### src/hipm_params.svh
`ifndef HIPM_PARAMS_SVH
`define HIPM_PARAMS_SVH
// Notes on behaviour
// RQ1 - All pads high impedance during reset/power-up
// RQ2 - Pads take selected alternate function else GPIO
// RQ3 - Host pads follow SDIO, SPI or float
// RQ4 - SPI slave ignores bus while select high
// RQ5 - SPI mode drives interrupt output to host
// RQ6 - UART rx/tx pads only in UART mode
// RQ7 - RTS/CTS pads only with flow control
// RQ8 - Transfer to host only when ready permits
// RQ9 - Host-ready honoured only in UART mode
// RQ10 - Wake output asks host to wake
// RQ11 - Sleep indicator low in sleep, high awake
// RQ12 - Bypass high during boot skips host commands
// RQ13 - Bypass high after boot wakes from sleep
// RQ14 - Accept coex request and priority inputs
// RQ15 - Drive flash clock, select, four data lines
// RQ16 - Debug UART tx default on, floats in sleep
// RQ17 - Default functions only after boot completes
// RQ18 - Sleep states applied while asleep
// RQ19 - Host type captured once at boot
// ------------------------------------------------
// Constants
// ------------------------------------------------
`define HIPM_HOST_SDIO  2'h0
`define HIPM_HOST_SPI   2'h1
`define HIPM_HOST_UART  2'h2
`define HIPM_HOST_NONE  2'h3
`define HIPM_FN_GPIO    1'h0
`define HIPM_FN_ALT     1'h1
// Number of shared host pads and of software-configurable pads
`define HIPM_HOST_PADS  6
`define HIPM_CFG_PADS   12
// Configurable pad indices
`define HIPM_P_COEX_GNT 0
`define HIPM_P_HRDY     1
`define HIPM_P_WAKE     2
`define HIPM_P_RTS      3
`define HIPM_P_CTS      4
`define HIPM_P_QCLK     5
`define HIPM_P_QD0      6
`define HIPM_P_QD1      7
`define HIPM_P_QCS      8
`define HIPM_P_QD2      9
`define HIPM_P_QD3      10
`define HIPM_P_COEX_REQ 11
`endif

### src/hipm_pkg.sv
`include "hipm_params.svh"
package hipm_pkg;
    typedef logic [1:0] hipm_host_t;
    typedef struct packed {
        logic [`HIPM_HOST_PADS-1:0] o;
        logic [`HIPM_HOST_PADS-1:0] oe;
    } hipm_pads_t;
    typedef struct packed {
        logic [`HIPM_CFG_PADS-1:0] o;
        logic [`HIPM_CFG_PADS-1:0] oe;
    } hipm_cpads_t;
    typedef enum logic [2:0] {
        ST_RESET = 3'b001,
        ST_BOOT  = 3'b010,
        ST_RUN   = 3'b100
    } hipm_phase_t;
endpackage

### src/hipm_pad_cell.sv
`include "hipm_params.svh"
// One configurable pad: GPIO or alternate output, floated when gated off
module hipm_pad_cell (
    input  wire logic mclk,
    input  wire logic rst_n,
    input  wire logic gate_on,
    input  wire logic fn_sel,
    input  wire logic gpio_o,
    input  wire logic gpio_oe,
    input  wire logic alt_o,
    input  wire logic alt_oe,
    output logic      pad_o,
    output logic      pad_oe
);
    typedef struct packed {
        logic o;
        logic oe;
    } hipm_cell_st_t;
    hipm_cell_st_t st_q;
    hipm_cell_st_t st_d;
    always_comb begin
        st_d = '{o: 1'b0, oe: 1'b0};
        if (gate_on) begin
            if (fn_sel == `HIPM_FN_ALT) begin
                st_d = '{o: alt_o, oe: alt_oe}; // RQ2
            end else begin
                st_d = '{o: gpio_o, oe: gpio_oe}; // RQ2
            end
        end
    end
    always_ff @(posedge mclk) begin
        if (!rst_n) begin
            st_q <= '{o: 1'b0, oe: 1'b0}; // RQ1
        end else begin
            st_q <= st_d;
        end
    end
    assign pad_o  = st_q.o;
    assign pad_oe = st_q.oe;
endmodule

### src/hipm_top.sv
`include "hipm_params.svh"
// Host-interface pad multiplexer. Host pad bit order:
// 0 clk, 1 cmd/select_n, 2 d0/mosi, 3 d1/miso, 4 d2/irq, 5 d3
module hipm_top (
    input  wire logic                       mclk,
    input  wire logic                       rst_n,
    // Chip state
    input  wire logic                       boot_done,
    input  wire logic                       sleep_active,
    input  wire hipm_pkg::hipm_host_t       host_type_strap,
    input  wire logic                       uart_flow_en,
    input  wire logic [`HIPM_CFG_PADS-1:0]  pad_fn_sel,
    input  wire logic [`HIPM_CFG_PADS-1:0]  gpio_o,
    input  wire logic [`HIPM_CFG_PADS-1:0]  gpio_oe,
    // Shared host pads
    input  wire logic [`HIPM_HOST_PADS-1:0] host_pad_i,
    output hipm_pkg::hipm_pads_t            host_pad,
    // Core-side host functions
    input  wire logic                       sdio_cmd_o,
    input  wire logic                       sdio_cmd_oe,
    input  wire logic [3:0]                 sdio_dat_o,
    input  wire logic [3:0]                 sdio_dat_oe,
    output logic                            sdio_clk,
    output logic                            sdio_cmd_i,
    output logic [3:0]                      sdio_dat_i,
    input  wire logic                       spi_miso,
    input  wire logic                       spi_irq_req,
    output logic                            spi_sclk,
    output logic                            spi_mosi,
    output logic                            spi_selected,
    // Host UART and debug UART
    input  wire logic                       uart_tx_core,
    output logic                            uart_rx_core,
    input  wire logic                       host_uart_rx_pad,
    output logic                            host_uart_tx_pad_o,
    output logic                            host_uart_tx_pad_oe,
    input  wire logic                       rts_core,
    output logic                            cts_core,
    input  wire logic                       debug_uart_tx_core,
    output logic                            debug_uart_tx_pad_o,
    output logic                            debug_uart_tx_pad_oe,
    // Configurable pads
    input  wire logic [`HIPM_CFG_PADS-1:0]  cfg_pad_i,
    output hipm_pkg::hipm_cpads_t           cfg_pad,
    // Wake, sleep and transfer gating
    input  wire logic                       wake_host_req,
    input  wire logic                       tx_pending,
    output logic                            tx_start_ok,
    output logic                            sleep_indicator_out,
    input  wire logic                       boot_bypass_wake_in,
    output logic                            boot_bypass_flash,
    output logic                            sleep_wake_req,
    // Coexistence and flash
    input  wire logic                       coex_grant_core,
    output logic                            coex_request,
    output logic                            coex_priority,
    input  wire logic                       coex_priority_in,
    input  wire logic                       flash_clk_core,
    input  wire logic                       flash_select_n_core,
    input  wire logic [3:0]                 flash_dat_o,
    input  wire logic [3:0]                 flash_dat_oe,
    output logic [3:0]                      flash_dat_i
);
    import hipm_pkg::*;

    // ------------------------------------------------
    // State
    // ------------------------------------------------
    typedef struct packed {
        hipm_phase_t ph;
        hipm_host_t  host;
        hipm_pads_t  hp;
        logic        sdio_clk;
        logic        sdio_cmd_i;
        logic [3:0]  sdio_dat_i;
        logic        spi_sclk;
        logic        spi_mosi;
        logic        spi_sel;
        logic        utx_o;
        logic        utx_oe;
        logic        urx;
        logic        cts;
        logic        dtx_o;
        logic        dtx_oe;
        logic        tx_ok;
        logic        sleep_ind;
        logic        byp;
        logic        wake;
        logic        creq;
        logic        cpri;
        logic [3:0]  fdat_i;
    } hipm_st_t;

    hipm_st_t st_q;
    hipm_st_t st_d;
    logic     run_on;
    logic     is_sdio;
    logic     is_spi;
    logic     is_uart;
    logic [`HIPM_CFG_PADS-1:0] alt_o;
    logic [`HIPM_CFG_PADS-1:0] alt_oe;
    logic [`HIPM_CFG_PADS-1:0] fn_eff;

    assign run_on  = (st_q.ph == ST_RUN) && !sleep_active; // RQ17 RQ18
    assign is_sdio = run_on && (st_q.host == `HIPM_HOST_SDIO);
    assign is_spi  = run_on && (st_q.host == `HIPM_HOST_SPI);
    assign is_uart = run_on && (st_q.host == `HIPM_HOST_UART);

    // ------------------------------------------------
    // Next state
    // ------------------------------------------------
    always_comb begin
        st_d = st_q;
        unique case (st_q.ph)
            ST_RESET: begin
                st_d.host = host_type_strap; // RQ19
                st_d.ph   = ST_BOOT;
            end
            ST_BOOT: begin
                if (boot_done) begin
                    st_d.ph = ST_RUN; // RQ17
                end
            end
            ST_RUN: begin
                st_d.ph = ST_RUN;
            end
        endcase
        st_d.hp         = '{o: '0, oe: '0};
        st_d.sdio_clk   = 1'b0;
        st_d.sdio_cmd_i = 1'b1;
        st_d.sdio_dat_i = 4'hf;
        st_d.spi_sclk   = 1'b0;
        st_d.spi_mosi   = 1'b0;
        st_d.spi_sel    = 1'b0;
        if (is_sdio) begin // RQ3
            st_d.sdio_clk   = host_pad_i[0];
            st_d.sdio_cmd_i = host_pad_i[1];
            st_d.sdio_dat_i = host_pad_i[5:2];
            st_d.hp.o       = {sdio_dat_o, sdio_cmd_o, 1'b0};
            st_d.hp.oe      = {sdio_dat_oe, sdio_cmd_oe, 1'b0};
        end else if (is_spi) begin // RQ3
            st_d.spi_sel  = !host_pad_i[1]; // RQ4
            st_d.spi_sclk = host_pad_i[0];
            st_d.spi_mosi = host_pad_i[2];
            // Miso floats while deselected so other slaves can share it
            st_d.hp.o[3]  = spi_miso;
            st_d.hp.oe[3] = !host_pad_i[1]; // RQ4
            st_d.hp.o[4]  = spi_irq_req; // RQ5
            st_d.hp.oe[4] = 1'b1; // RQ5
        end
        st_d.utx_o  = is_uart ? uart_tx_core : 1'b1; // RQ6
        st_d.utx_oe = is_uart; // RQ6
        st_d.urx    = is_uart ? host_uart_rx_pad : 1'b1;
        st_d.cts    = (is_uart && uart_flow_en && pad_fn_sel[`HIPM_P_CTS])
                      ? cfg_pad_i[`HIPM_P_CTS] : 1'b0; // RQ7
        st_d.dtx_o  = run_on ? debug_uart_tx_core : 1'b1; // RQ16
        st_d.dtx_oe = run_on; // RQ16
        // Host-ready gates transfers only in UART mode
        st_d.tx_ok  = tx_pending && (!(is_uart && pad_fn_sel[`HIPM_P_HRDY])
                      || cfg_pad_i[`HIPM_P_HRDY]); // RQ8 RQ9
        st_d.sleep_ind = !sleep_active; // RQ11
        st_d.byp  = (st_q.ph != ST_RUN) && boot_bypass_wake_in; // RQ12
        st_d.wake = (st_q.ph == ST_RUN) && sleep_active && boot_bypass_wake_in; // RQ13
        st_d.creq = run_on && pad_fn_sel[`HIPM_P_COEX_REQ]
                    && cfg_pad_i[`HIPM_P_COEX_REQ]; // RQ14
        st_d.cpri = run_on && coex_priority_in; // RQ14
        st_d.fdat_i = {cfg_pad_i[`HIPM_P_QD3], cfg_pad_i[`HIPM_P_QD2],
                       cfg_pad_i[`HIPM_P_QD1], cfg_pad_i[`HIPM_P_QD0]}; // RQ15
    end

    always_ff @(posedge mclk) begin
        if (!rst_n) begin
            st_q <= '{ph: ST_RESET, host: `HIPM_HOST_NONE, hp: '{o: '0, oe: '0},
                      sdio_cmd_i: 1'b1, sdio_dat_i: 4'hf, utx_o: 1'b1, urx: 1'b1,
                      dtx_o: 1'b1, sleep_ind: 1'b1, default: '0}; // RQ1
        end else begin
            st_q <= st_d;
        end
    end

    // ------------------------------------------------
    // Configurable pads
    // ------------------------------------------------
    always_comb begin
        alt_o  = '0;
        alt_oe = '0;
        fn_eff = pad_fn_sel;
        alt_o[`HIPM_P_COEX_GNT]  = coex_grant_core; // RQ14
        alt_oe[`HIPM_P_COEX_GNT] = 1'b1;
        alt_o[`HIPM_P_WAKE]      = wake_host_req; // RQ10
        alt_oe[`HIPM_P_WAKE]     = 1'b1;
        alt_o[`HIPM_P_RTS]       = rts_core;
        alt_oe[`HIPM_P_RTS]      = 1'b1;
        fn_eff[`HIPM_P_RTS] = pad_fn_sel[`HIPM_P_RTS] && is_uart && uart_flow_en; // RQ7
        fn_eff[`HIPM_P_CTS] = pad_fn_sel[`HIPM_P_CTS] && is_uart && uart_flow_en; // RQ7
        fn_eff[`HIPM_P_HRDY] = pad_fn_sel[`HIPM_P_HRDY] && is_uart; // RQ9
        alt_o[`HIPM_P_QCLK]  = flash_clk_core; // RQ15
        alt_oe[`HIPM_P_QCLK] = 1'b1;
        alt_o[`HIPM_P_QCS]   = flash_select_n_core; // RQ15
        alt_oe[`HIPM_P_QCS]  = 1'b1;
        {alt_o[`HIPM_P_QD3], alt_o[`HIPM_P_QD2], alt_o[`HIPM_P_QD1],
         alt_o[`HIPM_P_QD0]} = flash_dat_o; // RQ15
        {alt_oe[`HIPM_P_QD3], alt_oe[`HIPM_P_QD2], alt_oe[`HIPM_P_QD1],
         alt_oe[`HIPM_P_QD0]} = flash_dat_oe; // RQ15
    end

    genvar gi;
    generate
        for (gi = 0; gi < `HIPM_CFG_PADS; gi++) begin : g_pad
            hipm_pad_cell u_cell (
                .mclk    (mclk),
                .rst_n   (rst_n),
                .gate_on (run_on),
                .fn_sel  (fn_eff[gi]),
                .gpio_o  (gpio_o[gi]),
                .gpio_oe (gpio_oe[gi]),
                .alt_o   (alt_o[gi]),
                .alt_oe  (alt_oe[gi]),
                .pad_o   (cfg_pad.o[gi]),
                .pad_oe  (cfg_pad.oe[gi])
            ); // RQ2 RQ18
        end
    endgenerate

    // ------------------------------------------------
    // Outputs
    // ------------------------------------------------
    assign host_pad             = st_q.hp;
    assign sdio_clk             = st_q.sdio_clk;
    assign sdio_cmd_i           = st_q.sdio_cmd_i;
    assign sdio_dat_i           = st_q.sdio_dat_i;
    assign spi_sclk             = st_q.spi_sclk;
    assign spi_mosi             = st_q.spi_mosi;
    assign spi_selected         = st_q.spi_sel;
    assign host_uart_tx_pad_o   = st_q.utx_o;
    assign host_uart_tx_pad_oe  = st_q.utx_oe;
    assign uart_rx_core         = st_q.urx;
    assign cts_core             = st_q.cts;
    assign debug_uart_tx_pad_o  = st_q.dtx_o;
    assign debug_uart_tx_pad_oe = st_q.dtx_oe;
    assign tx_start_ok          = st_q.tx_ok;
    assign sleep_indicator_out  = st_q.sleep_ind;
    assign boot_bypass_flash    = st_q.byp;
    assign sleep_wake_req       = st_q.wake;
    assign coex_request         = st_q.creq;
    assign coex_priority        = st_q.cpri;
    assign flash_dat_i          = st_q.fdat_i;
endmodule

### config.mk
export PLATFORM = sky130hd
export DESIGN_NAME = hipm_top
export DESIGN_NICKNAME = d
export VERILOG_FILES = /design/src/hipm_pkg.sv /design/src/hipm_pad_cell.sv /design/src/hipm_top.sv
export VERILOG_INCLUDE_DIRS = /design/src /design/src/src
export SDC_FILE = /design/constraint.sdc
export NUM_CORES = 1
export LEC_CHECK = 0
export BUFFER_PORTS_ARGS = -buffer_cell sky130_fd_sc_hd__buf_2
export CORE_MARGIN = 5
export CORE_UTILIZATION = 44
export DETAILED_ROUTE_END_ITERATION = 6
export PLACE_DENSITY_LB_ADDON = 0.2
export SLEW_MARGIN = 30
export SYNTH_ARGS = -nofsm -noshare
export SYNTH_HDL_FRONTEND = slang
export SYNTH_SLANG_ARGS = --single-unit
export TNS_END_PERCENT = 5
### constraint.sdc
create_clock -name mclk -period 4.3 [get_ports mclk]
set_clock_uncertainty 0.2 [all_clocks]
set_input_delay 0.215 -clock mclk [delete_from_list [all_inputs] [get_ports mclk]]
set_output_delay 0.215 -clock mclk [all_outputs]
set_load 0.05 [all_outputs]
==> Word-level counts from Yosys, hierarchy flattened <==
Index checks and enable logic that the tools add are counted.
{ "totals": {"ff_bits": 66, "wordCells": 105} }
{ "op_classes": {"n_reduce_logical": 31, "n_bitwise": 3, "mux": 15, "n_eq_ne": 7} }
{ "ops": {"columns": ["op", "n"], "rows": [
  ["$mux 2", 13],
  ["$logic_and 1x1->1", 18],
  ["$reduce_or 3->1", 4],
  ["$pmux 3 s3", 1],
  ["$reduce_and 2->1", 4],
  ["$eq 3x1->1 const B", 1],
  ["$eq 3x2->1 const B", 1],
  ["$eq 3x3->1 const B", 1],
  ["$logic_not 1->1", 3],
  ["$mux 3", 1],
  ["$ne 3x3->1 const B", 1],
  ["$not 1->1", 3],
  ["$eq 2x1->1 const B", 1],
  ["$eq 2x2->1 const B", 1],
  ["$logic_not 2->1", 1],
  ["$ne 2x2->1 const B", 1],
  ["$logic_or 1x1->1", 1]
]} }

==> Logic depth before layout (Yosys ltp) <==
{ "depth": {"depth_word": 7, "mapped_depth": 5, "mapped_depth_nobuf": 4} }

==> Hierarchy <==
A second synthesis with hierarchy kept.
{ "hier_totals": {"cells_unflattened": 231, "hier_area_um2": 2307.2} }
{ "modules_own_cells": {"columns": ["mod", "n_inst", "area_per_inst_um2", "cells_per_inst"], "rows": [
  ["hipm_top", 1, 1451.4, 147],
  ["hipm_pad_cell", 12, 71.3, 7]
]} }

==> Least setup slack after synthesis <==
OpenSTA, ideal clock, no wires.
{ "synth_timing": {"kind": "register to register", "from": "register st_q[40] (netlist bit)", "to": "register st_q, in the netlist host_uart_tx_pad_o", "t_arrival_ps": 1247, "setup_time_ps": 127, "slack_ps": 2726, "path_stages_with_launch": 5, "path_cell_list": "dfxtp_1 > nand2b_4 > or3_1 > buf_2 > or3_1"} }
{ "synth_via": {"elab_chain_cells": 4} }
{ "synth_rtl": {"columns": ["item", "line", "source"], "rows": [
  ["start: declaration", "hipm_top.sv:94", "hipm_st_t st_q;"],
  ["start signal: assignment", "hipm_top.sv:173", "st_q <= '{ph: ST_RESET, host: `HIPM_HOST_NONE, hp: '{o: '0, oe: '0},"],
  ["start signal: assignment", "hipm_top.sv:177", "st_q <= st_d;"],
  ["$eq 3x3->1", "hipm_top.sv:104", "assign run_on = (st_q.ph == ST_RUN) && !sleep_active;"],
  ["$logic_and 1x1->1", "hipm_top.sv:104", null],
  ["$logic_and 1x1->1", "hipm_top.sv:107", "assign is_uart = run_on && (st_q.host == `HIPM_HOST_UART);"],
  ["$reduce_and 2->1 (no source line)", null, null]
]} }
Every way passes these cells.
A chain may end at the register's enable or synchronous reset.

==> Worst setup path after layout <==
{ "layout_timing": {"from": "input port rst_n", "to": "register g_pad[11].u_cell.st_q, in the netlist g_pad[11].u_cell.pad_o"} }
{ "layout_via": {"elab_chain_cells": 2} }
{ "layout_rtl": {"columns": ["item", "line", "source"], "rows": [
  ["start: declaration", "hipm_top.sv:6", "input wire logic rst_n,"],
  ["$not 1->1 (no source line)", null, null],
  ["$reduce_or 3->1 (no source line)", null, null],
  ["end signal: assignment", "hipm_pad_cell.sv:33", "st_q <= '{o: 1'b0, oe: 1'b0};"],
  ["end signal: assignment", "hipm_pad_cell.sv:35", "st_q <= st_d;"],
  ["end: declaration", "hipm_pad_cell.sv:19", "hipm_cell_st_t st_q;"]
]} }
Every way passes these cells.

==> flow_summary.yaml <==
status:
  status: "finished, final reports clean"
timing:
  grt_setup_unrepaired: "false"
  fin_crit_ns: 2.58
  max_slew_margin_pct: 43.6
  tightest_slew_ns: 0.847
  tns_ns: 0
  period_share_pct: 59.9
  finalHoldViolCount: 0
  drv_slew: 0
  timing.fmax_mhz: 388
  final-setup-viol-count: 0
setup_path:
  r2r_cells: 4
  required_ns: 4.37
  crit_type: "primary input to flop"
  path_depth: 6
  r2r-end: "g_pad[11].u_cell.pad_o"
  reg2reg_slack_ns: 1.98
  path_cells: "dlygate4sd3_1, buf_2, nand2b_1, or3_1, nor3b_1, dlygate4sd3_1"
  crit_family: "buffers and inverters"
  start_kind: "primary input"
  path_buf_inv: 3
  r2r-start: "st_q[40]"
  cpMostUsedCell: "dlygate4sd3_1"
  max_stage_delay_ns: 0.69
  cp_max_fo: 25
  slowest_stage: "or3_1"
  crit_start: "rst_n"
  cp-end-kind: "flop"
  cp.arrival_ns: 2.65
  crit_path_end: "g_pad[11].u_cell.pad_o"
yosys:
  yosysUniqueCellTypes: 28
  ys_ff_latch: 64
  synth-edff-count: 0
  synth.avg_cell_area_um2: 10.3
  synth_seq_area_share_pct: 55.5
  yosys_warnings: 0
  syn_area_um2: 2310
  async_flop_share_pct: 0
  synthFlopType: "dfxtp_1"
  syn_inst: 224
finish:
  areaGrowthSynthToFinish_pct: 63.2
  antenna-diode-count: 0
  fill_cells: 365
  final_cells: 488
  nets: 505
  drive_gt1_share_pct: 38.8
clocking:
  ctsLongestPathBuffers: 2
  cts_tree: "built"
  cts_root_buf: "clkbuf_8"
  ctsHoldBuffers: 81
  clkTransAtPathRegs_ns: 0.07
  post_cts_buffers: 0
  cts.sinks: 64
  cts_htree_levels: 3
  cts.repair.resized: 0
  clkLatencyLatePin_ns: 0.33
  cts_buffers: 9
pwr:
  p_per_area_nw_per_um2: 332
  power_mw: 1.25
  p_leak_nw: 1.93
  peakVddDrop_mv: 0.231
placed_design:
  place_inst: 391
  gp_congestion: 0.721
  dp_hpwl_um: 3850
  numPortBuffers: 145
floorplan:
  dieArea_um2: 6800
  fp.dieH_um: 82.5
  start_util_pct: 45.2
  rows: 26
  io_pins: 153
  core_area_um2: 5110
  die_x_um: 82.5
grt:
  grt_pass1_vias: 2212
  grt_overflow: 0
  grt_max_degree: 26
  grt_pass1_wl_um: 10100
  antenna_found_initial: 0
  grt_util_all_layers_pct: 20.4
job:
  cap_violations: 0
drt:
  wl_per_cell_um: 13.8
  vias_per_cell: 4.27
  drtIter0Drc: 28
  num_vias: 2086
  antenna_left: 0
  drt-total-wl_um: 6720
  firstDrtPassIters: 4
  drc: 0
min_path:
  hold_path_class: "primary input to flop"
## final cells by class
cell class / instances / area (um2) / share of cell area [%]
clock buffer: 10 / 128 / 3.39
clock inverter: 6 / 60.1 / 1.59
inverter: 4 / 15.0 / 0.398
multi-input combinational: 107 / 654 / 17.4
sequential: 64 / 1280 / 34.0
tap: 70 / 87.6 / 2.32
timing repair buffer: 227 / 1540 / 41.0
## layout by cell type, fill, tap and decap left out, drive strengths merged, types with 2 or more instances in the layout
| master | n |
|---|---|
| nor3b | 3 |
| buf | 146 |
| clkinvlp | 2 |
| dfxtp | 64 |
| inv | 4 |
| or3 | 3 |
| conb | 2 |
| clkinv | 3 |
| nand3 | 2 |
| nand2 | 7 |
| and3 | 8 |
| clkbuf | 10 |
| dlygate4sd3 | 81 |
| or2b | 2 |
| nand2b | 6 |
| mux2i | 18 |
| and2 | 13 |
| a21oi | 2 |
| nor2 | 32 |
## cells by family after synthesis
group / synth area share [%]
and+or+nand+nor: 19.4
DFF: 55.5
buffers and inverters: 16.4
muxes: 7.80
AOI/OAI and AO/OA: 0.813
other: 0.162
## stage by stage
stage               hold slack [ns]  worst slack, ns  utilization [%]  instance area, um2
global placement              0.192             2.20             54.3                2770
CTS                          0.0269             1.73             73.8                3770
detailed placement            0.200             2.15             54.3                2770
global route                 0.0896             1.57             73.8                3770
finish                       0.0413             1.72             73.8                3770
floorplan                    0.0769             2.73                -                2310
## power by group
part / internal [mW] / switching [mW] / leakage, nW
Combinational: 0.0964 / 0.0590 / 1.32
Clock: 0.265 / 0.226 / 0.0920
Sequential: 0.599 / 0.00512 / 0.519
Total: 0.960 / 0.290 / 1.93
## Yosys cell counts, drive strengths merged, types with 2 or more instances
| cell | instances | area share (%) |
|---|---|---|
| a21oi | 2 | 0.43 |
| and2 | 13 | 3.5 |
| and3 | 8 | 2.2 |
| buf | 47 | 15 |
| clkbuf | 3 | 0.49 |
| dfxtp | 64 | 55 |
| inv | 4 | 0.65 |
| mux2i | 18 | 7.8 |
| nand2 | 7 | 1.1 |
| nand2b | 6 | 2.0 |
| nand3 | 2 | 0.43 |
| nor2 | 32 | 5.2 |
| nor3b | 3 | 0.98 |
| or2b | 2 | 0.65 |
| or3 | 3 | 0.81 |
## routing by layer
layer / routed length, um / track usage (%) / share of wire, %
met2: 3700 / 40.6 / 55
met4: 164 / 9.80 / 2.4
met1: 2240 / 17.9 / 33
met5: 0 / 0 / 0
met3: 622 / 6.62 / 9.3
## how the worst min path moves through the flow
stage	start	end	slack [ns]	depth (start not counted)
floorplan	sleep_active	sleep_indicator_out	0.08	1
global placement	host_pad_i[5]	sdio_dat_i[3]	0.19	2
detailed placement	host_pad_i[4]	sdio_dat_i[2]	0.20	2
CTS	boot_done	st_q[40]	0.03	4
global route	boot_done	st_q[40]	0.09	4
finish	boot_done	st_q[40]	0.04	4
## worst reg2reg max path, cell delays in order (launching register included)
cell and delay [ns]:
dfxtp_1 0.32, nand2b_4 0.16, or3_1 0.71, nor3b_1 0.30, dlygate4sd3_1 0.57
## sequential cells by signal (all words and copies together), names as in the netlist, 4 cells and up
register	count
flash_dat_i	4
g_pad.u_cell.pad_o	12
g_pad.u_cell.pad_oe	12
host_pad	10
sdio_dat_i	4
st_q	5
No activity file was read; power rests on OpenSTA's default activity.
